### src/hec_pkg.sv
// package of constants and types for the hopping encoder control block
package hec_pkg;
  localparam int          HEC_WORD_W     = 16;
  localparam int          HEC_NUM_WORDS  = 12;
  localparam int          HEC_ADDR_W     = 4;
  localparam logic [3:0]  HEC_A_KEY0     = 4'h0;
  localparam logic [3:0]  HEC_A_KEY3     = 4'h3;
  localparam logic [3:0]  HEC_A_COUNTER  = 4'h4;
  localparam logic [3:0]  HEC_A_RSVD5    = 4'h5;
  localparam logic [3:0]  HEC_A_SER_LO   = 4'h6;
  localparam logic [3:0]  HEC_A_SER_HI   = 4'h7;
  localparam logic [3:0]  HEC_A_LEARN_LO = 4'h8;
  localparam logic [3:0]  HEC_A_LEARN_HI = 4'h9;
  localparam logic [3:0]  HEC_A_RSVD10   = 4'ha;
  localparam logic [3:0]  HEC_A_OPTION   = 4'hb;
  localparam int          HEC_DISC_LSB   = 0;
  localparam int          HEC_DISC_MSB   = 9;
  localparam int          HEC_WRAP0_BIT  = 10;
  localparam int          HEC_WRAP1_BIT  = 11;
  localparam int          HEC_BATT_BIT   = 12;
  localparam int          HEC_RATE0_BIT  = 13;
  localparam int          HEC_RATE1_BIT  = 14;
  localparam int          HEC_RSVD_BIT   = 15;
  localparam int          HEC_SHUTOFF_BIT = 15;
  localparam int          HEC_SER_TX_W   = 28;
  localparam logic [3:0]  HEC_LEARN_COMBO = 4'hf;
  localparam logic [15:0] HEC_CNT_MAX    = 16'hffff;
  localparam int          HEC_CLK_MHZ    = 100;
  localparam int          HEC_DEBOUNCE_MS = 10;
  localparam int          HEC_DEBOUNCE_CYC = HEC_DEBOUNCE_MS * 1000 * HEC_CLK_MHZ;
  localparam int          HEC_SHUTOFF_S  = 25;
  localparam longint      HEC_SHUTOFF_CYC = longint'(HEC_SHUTOFF_S) * 1000000 * HEC_CLK_MHZ;
  localparam int          HEC_TE_400_US  = 400;
  localparam int          HEC_TE_200_US  = 200;
  localparam int          HEC_TE_100_US  = 100;
  localparam int          HEC_TE_400_CYC = HEC_TE_400_US * HEC_CLK_MHZ;
  localparam int          HEC_TE_200_CYC = HEC_TE_200_US * HEC_CLK_MHZ;
  localparam int          HEC_TE_100_CYC = HEC_TE_100_US * HEC_CLK_MHZ;
  localparam int          HEC_WORD_TE    = 66;
  typedef enum logic [2:0] {
    HEC_STANDBY, HEC_DEBOUNCE, HEC_ENCRYPT, HEC_SEND, HEC_TIMEOUT, HEC_PROGRAM
  } hec_state_t;
endpackage : hec_pkg

### src/hec_param_mem.sv
// twelve-word parameter store with an addressed word load port and a counter and option writeback port
`timescale 1ns/1ps
`default_nettype none
module hec_param_mem
  import hec_pkg::*;
#(
  parameter int WORDS = HEC_NUM_WORDS,
  parameter int WIDTH = HEC_WORD_W
) (
  input  wire logic                  clk,
  input  wire logic                  rst,
  input  wire logic                  load_en,
  input  wire logic [HEC_ADDR_W-1:0] load_addr,
  input  wire logic [WIDTH-1:0]      load_data,
  input  wire logic                  wb_en,
  input  wire logic [WIDTH-1:0]      wb_counter,
  input  wire logic [WIDTH-1:0]      wb_option,
  output logic [WORDS*WIDTH-1:0]     words
);
  // one flip-flop word per entry; writeback touches only counter and option
  for (genvar i = 0; i < WORDS; i++) begin : g_word
    always_ff @(posedge clk or posedge rst) begin
      if (rst) begin
        words[i*WIDTH +: WIDTH] <= '0;
      end else if (load_en && load_addr == HEC_ADDR_W'(i)) begin
        words[i*WIDTH +: WIDTH] <= load_data;
      end else if (wb_en && HEC_ADDR_W'(i) == HEC_A_COUNTER) begin
        words[i*WIDTH +: WIDTH] <= wb_counter;
      end else if (wb_en && HEC_ADDR_W'(i) == HEC_A_OPTION) begin
        words[i*WIDTH +: WIDTH] <= wb_option;
      end
    end
  end
endmodule : hec_param_mem
`default_nettype wire

### src/hec_control.sv
// top of the hopping encoder control: wake, debounce, code word building and sequencing
// How it works
// - button wake, 10 ms debounce, then sample
// - hop code encrypts counter, discriminator, buttons
// - new button aborts word, restarts fresh
// - released buttons finish word, then sleep
// - twelve sixteen-bit parameter words
// - key in words 0-3, low first
// - counter at word 4, bumps per transmission
// - serial in words 6-7, 28 bits sent
// - serial bit 31 enables auto shutoff
// - held button stops after 25 seconds
// - all buttons sends stored learn value
// - option word field layout fixed
// - counter wraps clear flag0 then flag1
// - cleared wrap flags never set again
// - button 2 is programming clock
// - transmit pin doubles as programming data
// - rate bits pick element and blanking
// - trip bit picks battery threshold
`timescale 1ns/1ps
`default_nettype none
module hec_control
  import hec_pkg::*;
#(
  parameter int     DEBOUNCE_CYC = HEC_DEBOUNCE_CYC,
  parameter longint SHUTOFF_CYC  = HEC_SHUTOFF_CYC,
  parameter int     TE_400_CYC   = HEC_TE_400_CYC,
  parameter int     TE_200_CYC   = HEC_TE_200_CYC,
  parameter int     TE_100_CYC   = HEC_TE_100_CYC
) (
  input  wire logic        clk,
  input  wire logic        rst,
  input  wire logic        button_in0,
  input  wire logic        button_in1,
  input  wire logic        button_in2_prog_clock,
  input  wire logic        button_in3,
  input  wire logic        prog_mode,
  input  wire logic        prog_data_in,
  input  wire logic        battery_low,
  input  wire logic        cipher_done,
  input  wire logic [31:0] cipher_result,
  output logic             cipher_start,
  output logic [63:0]      cipher_key,
  output logic [31:0]      cipher_plain,
  output logic             tx_out,
  output logic             tx_oe,
  output logic             indicator_drive_n,
  output logic             battery_trip_select,
  output logic [65:0]      code_word,
  output logic             word_strobe,
  output logic             word_blank,
  output logic             shutoff_active
);
  localparam int TE_W = 16;
  localparam int DB_W = 32;
  localparam int SO_W = 40;
  localparam int BIT_W = 7;
  localparam int PROG_BITS = HEC_ADDR_W + HEC_WORD_W;

  hec_state_t state;
  hec_state_t next_state;
  logic [HEC_NUM_WORDS*HEC_WORD_W-1:0] words;
  logic [3:0]      buttons;
  logic [3:0]      sampled;
  logic [DB_W-1:0] db_cnt;
  logic [SO_W-1:0] so_cnt;
  logic [TE_W-1:0] te_cnt;
  logic [BIT_W-1:0] bit_cnt;
  logic [1:0]      word_idx;
  logic [65:0]     shreg;
  logic            wb_en;
  logic [15:0]     wb_counter;
  logic [15:0]     wb_option;
  logic            clk2_d;
  logic [PROG_BITS-1:0] prog_sh;
  logic [4:0]      prog_cnt;
  logic            load_en;

  wire [15:0] counter_w = words[HEC_A_COUNTER*HEC_WORD_W +: HEC_WORD_W];
  wire [15:0] option_w  = words[HEC_A_OPTION*HEC_WORD_W +: HEC_WORD_W];
  wire [31:0] serial_w  = {words[HEC_A_SER_HI*HEC_WORD_W +: HEC_WORD_W],
                           words[HEC_A_SER_LO*HEC_WORD_W +: HEC_WORD_W]};
  wire [31:0] learn_w   = {words[HEC_A_LEARN_HI*HEC_WORD_W +: HEC_WORD_W],
                           words[HEC_A_LEARN_LO*HEC_WORD_W +: HEC_WORD_W]};
  wire [63:0] key_w     = words[HEC_A_KEY0*HEC_WORD_W +: 4*HEC_WORD_W];
  wire [9:0]  disc_w    = option_w[HEC_DISC_MSB:HEC_DISC_LSB];
  wire        rate_select0 = option_w[HEC_RATE0_BIT];
  wire        rate_select1 = option_w[HEC_RATE1_BIT];
  wire        wrap_flag0 = option_w[HEC_WRAP0_BIT];
  wire        wrap_flag1 = option_w[HEC_WRAP1_BIT];
  wire        shutoff_en = serial_w[HEC_SHUTOFF_BIT + HEC_WORD_W];

  // button 2 pin is the programming clock only in programming mode
  assign buttons = {button_in3, prog_mode ? 1'b0 : button_in2_prog_clock, button_in1, button_in0};
  wire any_btn   = |buttons;
  wire new_btn   = |(buttons & ~sampled);
  wire learn_sel = (sampled == HEC_LEARN_COMBO);
  wire cnt_wrap  = (counter_w == HEC_CNT_MAX);
  wire [15:0] cnt_inc = counter_w + 16'h0001;

  // first wrap clears flag0, second clears flag1; nothing here sets a flag
  wire clr0 = cnt_wrap && wrap_flag0;
  wire clr1 = cnt_wrap && !wrap_flag0 && wrap_flag1;
  wire [15:0] opt_next = option_w & ~(16'(clr0) << HEC_WRAP0_BIT) & ~(16'(clr1) << HEC_WRAP1_BIT);

  // rate select picks the basic element length and how many words go out blanked
  wire [TE_W-1:0] te_len = (!rate_select1 && !rate_select0) ? TE_W'(TE_400_CYC) :
                           (!rate_select1 &&  rate_select0) ? TE_W'(TE_200_CYC) :
                           TE_W'(TE_100_CYC);
  wire blank_now = (rate_select1 && rate_select0) ? (word_idx != 2'd0) :
                   (rate_select1 || rate_select0) ? word_idx[0] : 1'b0;
  wire te_tick  = (te_cnt == te_len - TE_W'(1));
  wire word_end = te_tick && (bit_cnt == BIT_W'(HEC_WORD_TE - 1));
  wire db_done  = (db_cnt == DB_W'(DEBOUNCE_CYC - 1));
  // sampling edge: buttons latched, counter bumped, cipher kicked
  wire sample_now = (state == HEC_DEBOUNCE) && db_done;
  // learn combo sends the stored value, so the cipher is left idle
  wire learn_now  = (buttons == HEC_LEARN_COMBO);
  // a word ending into standby or timeout must not announce another word
  wire word_again = word_end && (next_state == HEC_SEND);
  wire so_done  = shutoff_en && (so_cnt == SO_W'(SHUTOFF_CYC - 1));

  // fixed portion: 2 status bits, buttons, 28 serial bits; then 32-bit hop or learn value
  wire [31:0] hop_or_learn = learn_sel ? learn_w : cipher_result;
  wire [65:0] word_build = {1'b0, battery_low, sampled, serial_w[HEC_SER_TX_W-1:0],
                            hop_or_learn};

  always_comb begin
    next_state = state;
    case (state)
      HEC_STANDBY: begin
        if (prog_mode) next_state = HEC_PROGRAM;
        else if (any_btn) next_state = HEC_DEBOUNCE;
      end
      HEC_DEBOUNCE: begin
        if (!any_btn) next_state = HEC_STANDBY;
        else if (db_done) next_state = HEC_ENCRYPT;
      end
      HEC_ENCRYPT: begin
        if (new_btn) next_state = HEC_DEBOUNCE;
        else if (learn_sel || cipher_done) next_state = HEC_SEND;
      end
      HEC_SEND: begin
        if (new_btn) next_state = HEC_DEBOUNCE;
        else if (so_done) next_state = HEC_TIMEOUT;
        else if (word_end && !any_btn) next_state = HEC_STANDBY;
      end
      HEC_TIMEOUT: begin
        if (!any_btn) next_state = HEC_STANDBY;
      end
      HEC_PROGRAM: begin
        if (!prog_mode) next_state = HEC_STANDBY;
      end
      default: next_state = HEC_STANDBY;
    endcase
  end

  always_ff @(posedge clk or posedge rst) begin
    if (rst) state <= HEC_STANDBY;
    else state <= next_state;
  end

  // debounce counter restarts whenever debounce is (re)entered
  always_ff @(posedge clk or posedge rst) begin
    if (rst) db_cnt <= '0;
    else if (state != HEC_DEBOUNCE) db_cnt <= '0;
    else db_cnt <= db_cnt + DB_W'(1);
  end

  // shutoff timer runs while a transmission is held; cleared in standby
  always_ff @(posedge clk or posedge rst) begin
    if (rst) so_cnt <= '0;
    else if (state == HEC_STANDBY || state == HEC_PROGRAM) so_cnt <= '0;
    else if (state == HEC_SEND && !so_done) so_cnt <= so_cnt + SO_W'(1);
  end

  // sample buttons at end of debounce; counter and flags written back one clock later
  always_ff @(posedge clk or posedge rst) begin
    if (rst) begin
      sampled <= '0;
      wb_en <= 1'b0;
      wb_counter <= '0;
      wb_option <= '0;
    end else begin
      wb_en <= 1'b0;
      if (state == HEC_DEBOUNCE && db_done) begin
        sampled <= buttons;
        wb_en <= 1'b1;
        wb_counter <= cnt_inc;
        wb_option <= opt_next;
      end else if (state == HEC_STANDBY) begin
        sampled <= '0;
      end
    end
  end

  // plain block is frozen at the sampling edge with the incremented counter,
  // the same value written back, so it stands unchanged while the cipher works
  always_ff @(posedge clk or posedge rst) begin
    if (rst) begin
      cipher_start <= 1'b0;
      cipher_key <= '0;
      cipher_plain <= '0;
    end else begin
      cipher_start <= sample_now && !learn_now;
      cipher_key <= key_w;
      if (sample_now) begin
        cipher_plain <= {buttons, 2'b00, disc_w, cnt_inc};
      end
    end
  end

  // element timing and word shifting; one bit per element keeps framing simple
  always_ff @(posedge clk or posedge rst) begin
    if (rst) begin
      te_cnt <= '0;
      bit_cnt <= '0;
      word_idx <= '0;
      shreg <= '0;
      code_word <= '0;
      word_strobe <= 1'b0;
      word_blank <= 1'b0;
    end else begin
      word_strobe <= 1'b0;
      if (state == HEC_ENCRYPT && next_state == HEC_SEND) begin
        te_cnt <= '0;
        bit_cnt <= '0;
        word_idx <= '0;
        shreg <= word_build;
        code_word <= word_build;
        word_strobe <= 1'b1;
        word_blank <= 1'b0;
      end else if (state == HEC_SEND) begin
        te_cnt <= te_tick ? '0 : te_cnt + TE_W'(1);
        if (word_end) begin
          bit_cnt <= '0;
          word_idx <= word_idx + 2'd1;
          shreg <= code_word;
          word_strobe <= word_again;
          word_blank <= (rate_select1 && rate_select0) ? (word_idx != 2'd3) :
                        (rate_select1 || rate_select0) ? !word_idx[0] : 1'b0;
        end else if (te_tick) begin
          bit_cnt <= bit_cnt + BIT_W'(1);
          shreg <= {1'b0, shreg[65:1]};
        end
      end
    end
  end

  // programming: address then data, shifted in on rising edges of button 2
  wire clk2_rise = prog_mode && button_in2_prog_clock && !clk2_d;
  always_ff @(posedge clk or posedge rst) begin
    if (rst) begin
      clk2_d <= 1'b0;
      prog_sh <= '0;
      prog_cnt <= '0;
      load_en <= 1'b0;
    end else begin
      clk2_d <= button_in2_prog_clock;
      load_en <= 1'b0;
      if (!prog_mode) begin
        prog_cnt <= '0;
      end else if (clk2_rise) begin
        prog_sh <= {prog_data_in, prog_sh[PROG_BITS-1:1]};
        if (prog_cnt == 5'(PROG_BITS - 1)) begin
          prog_cnt <= '0;
          load_en <= 1'b1;
        end else begin
          prog_cnt <= prog_cnt + 5'd1;
        end
      end
    end
  end

  hec_param_mem u_mem (
    .clk        (clk),
    .rst        (rst),
    .load_en    (load_en),
    .load_addr  (prog_sh[HEC_ADDR_W-1:0]),
    .load_data  (prog_sh[PROG_BITS-1:HEC_ADDR_W]),
    .wb_en      (wb_en),
    .wb_counter (wb_counter),
    .wb_option  (wb_option),
    .words      (words)
  );

  // pin drive: in programming mode the transmit pin turns into a data input
  always_ff @(posedge clk or posedge rst) begin
    if (rst) begin
      tx_out <= 1'b0;
      tx_oe <= 1'b1;
      indicator_drive_n <= 1'b1;
      battery_trip_select <= 1'b0;
      shutoff_active <= 1'b0;
    end else begin
      tx_out <= (state == HEC_SEND) && !blank_now && shreg[0];
      tx_oe <= (state != HEC_PROGRAM);
      indicator_drive_n <= !(state == HEC_SEND);
      battery_trip_select <= option_w[HEC_BATT_BIT];
      shutoff_active <= (state == HEC_TIMEOUT);
    end
  end
endmodule : hec_control
`default_nettype wire

### config.mk
export PLATFORM = sky130hd
export DESIGN_NAME = hec_control
export DESIGN_NICKNAME = d
export VERILOG_FILES = /design/src/hec_pkg.sv /design/src/hec_param_mem.sv /design/src/hec_control.sv
export SDC_FILE = /design/constraint.sdc
export NUM_CORES = 1
export LEC_CHECK = 0
export BUFFER_PORTS_ARGS = -buffer_cell sky130_fd_sc_hd__buf_2
export CAP_MARGIN = 0
export CORE_MARGIN = 3
export CORE_UTILIZATION = 39
export CTS_CLUSTER_SIZE = 40
export DETAILED_ROUTE_END_ITERATION = 7
export PLACE_DENSITY = 0.66
export SLEW_MARGIN = 40
export SYNTH_ARGS = -nofsm -noshare
export SYNTH_HDL_FRONTEND = slang
export SYNTH_SLANG_ARGS = --single-unit
### constraint.sdc
create_clock -name clk -period 23.4 [get_ports clk]
set_input_delay 2.34 -clock clk [delete_from_list [all_inputs] [get_ports clk]]
set_output_delay 2.34 -clock clk [all_outputs]
set_load 0.02 [all_outputs]
==> results.ini <==
[pwr]
powerDensity_mw_per_mm2=76.9
ir_drop_v=0.0000548
power_leakage_uw=0.0134

[cells_and_area]
finish.utilization_pct=45.7
final_area_mm2=0.0259
nets=2208
area_growth_pct=15.7
layout-drive-gt1-share_pct=22.5
instances_no_fill=2957

[setup_path]
cpPeakStageDelay_ns=0.65
reg2reg_slack_ns=20.12
cp_max_fo=81
r2r-end=shreg[6]
endpoint_kind=flop
cp.arrival_ns=4.85
r2r_start=state[0]
crit_type=in -> reg
cp_slowest_cell=or3_4
r2r_cells=7
cp_cell_sequence=buf_2, nand2b_1, o2111ai_1, or3_4, buf_6, o211ai_1, o31ai_1
critPathLaunchType=input port
crit_required_ns=23.88

[synth]
syn_area_mm2=0.0224
synth-edff-count=0
ys_types=67
yosys_warnings=0
synth_largest_area_cell=dfrtp_1
yosysSeqAreaShare_pct=58.3
synthCells=2005
yosys-top-cells-count=dfrtp_1, nand2_1, nor2_1
syn_avg_cell_area_um2=11.2
synth.top_cell.area_share_pct=58.1
synth_area_leaders=dfrtp_1, mux2i_1, mux2_2, nand2_1, nor2_1
async_flop_share_pct=100
ys.flop_type=dfrtp_1
ys_ff_latch=521
yosysMostFrequentCell=dfrtp_1

[floorplanning]
die_y_um=246
dieArea_mm2=0.0603
die_w_um=246
placementRows=87
initial_core_util_pct=39.5
io_pins=212
core_mm2=0.0566

[timing]
drv_slew=0
max_slew.worst_pin.slew_ns=0.891
fmax_mhz=229
layout_min_cycle_time_ns=4.37
skew_ns=0.0303
timing.final.crit_share_pct=18.7
setup_ws_ns=19.03
hold_viol=0
tns_ns=0
slew_headroom_pct=40.6
rsz0062_at_grt=false
setup_viol=0

[clocking]
cts_sinks=521
clockBufferDepth=3
root_buffer=clkbuf_16
cts_tree=built
clk_pin_slew_ns=0.06
cts_resized=0
cts_setup_buffers=0
numCtsBuffers=53
worstSkewPairLatency_ns=0.61
cts_hold_buf=0
cts_max_level=2

[route]
vias=15339
wirelength_mm=55.6
drt_pass1_iterations=5
drcViolationCount=0
routedWlPerCell_um=18.8
antenna_left=0
drt_iter0_drc=1181
detail_route.vias_per_cell=5.19

[global_routing]
grt_usage_pct=18.4
grt.overflow.total=0
antenna_found_initial=2
grt_pass1_vias=15425
grt_max_degree=165
grt_pass1_wl_mm=87.9

[min_path]
hold_end=cipher_key[8]
hold_depth=0
hp-start=u_mem.words[8]
min-delay-path-class=reg -> reg

[place]
placed_area_mm2=0.0240
post-dp-hpwl_mm=36.2
io_buffers=208
place.gp.congestion=0.824
dp.cells=2857
pre_cts_ws_ns=18.22

[status]
status=finished clean

[flow_run]
drv_cap=0

==> cell usage in the layout (no fill, tap or decap), types with 4 or more instances in the layout <==
cell type	n
and3_1	28
mux2_2	145
nor2_1	177
ha_1	9
xor2_1	44
clkbuf_8	15
a31oi_1	9
buf_4	15
xnor2_1	37
nor3b_1	7
nand3b_1	11
clkbuf_16	53
nand3_1	54
nand4_1	26
nand2_1	276
clkbuf_1	5
and4_1	10
nand2b_1	19
nor3_1	10
dfrtp_1	515
clkinvlp_4	4
o211ai_1	7
dfrtp_2	4
clkinv_2	13
inv_1	10
buf_2	208
and2_1	7
nor4_1	14
nor4b_1	7
a21oi_1	94
or4_1	4
a21o_1	4
o21ai_0	118
mux2i_1	165
==> stage by stage <==
stage          hold slack (ns)  total power [uW]
2_1_floorplan            0.349              1080
3_3_place_gp             0.353              1140
3_5_place_dp             0.356              1150
4_1_cts                  0.370              2010
5_1_grt                  0.372              2070
6_report                 0.366              1990
==> flip-flops by register name, summed over array words and instances, names as in the netlist, 15 cells and up <==
name / flops
cipher_key: 64
code_word: 65
db_cnt: 32
prog_sh: 20
shreg: 65
so_cnt: 40
te_cnt: 16
u_mem.words: 154
wb_counter: 15
==> power breakdown <==
group          switching (uW)  total (uW)  leakage, uW  internal [uW]
sequential               72.0        1000      0.00683            928
clock                     362         858     0.000885            496
combinational            85.6         133      0.00568           47.1
total                     519        1990       0.0134           1470
==> kinds of logic after synthesis <==
kind of cell	synth area share (%)
compound gates	6.49
flops	58.3
simple gates	13.9
buf+inv	2.92
other cells	0.0168
fa+ha+maj	0.503
mux	14.7
xor+xnor	3.24
==> critical path: cells and delay by family <==
| kind | cells | cell delay (ns) |
|---|---|---|
| compound gates | 3 | 0.79 |
| buf+inv | 2 | 0.77 |
| simple gates | 2 | 0.87 |
==> layer usage <==
metal	part of all wire, %	wire length (um)	global-route usage, %
met5	0	0	0
met4	1.9	1080	4.81
met3	5.7	3150	4.02
met2	50	27600	31.0
met1	43	23800	24.2
==> cell type report <==
class                      count  area [um^2]
timing repair buffer         231         1280
inverter                      12         57.6
multi-input combinational   1338         8750
fill                        5261        30700
tap                          756          946
clock inverter                24          263
sequential                   521        13000
clock buffer                  72         1540
antenna                        3         7.51
==> worst max-delay path by stage <==
stage                    from                  end  slack [ns]  cells past startpoint
finish              prog_mode           bit_cnt[3]       19.03                      7
detailed placement  prog_mode           bit_cnt[3]       18.22                      7
global route        prog_mode           bit_cnt[3]       18.86                      7
CTS                 prog_mode           bit_cnt[3]       18.85                      7
floorplan                 rst  battery_trip_select        6.51                      1
global placement    prog_mode           bit_cnt[4]       18.38                      7
No activity file was read; power rests on OpenSTA's default activity.
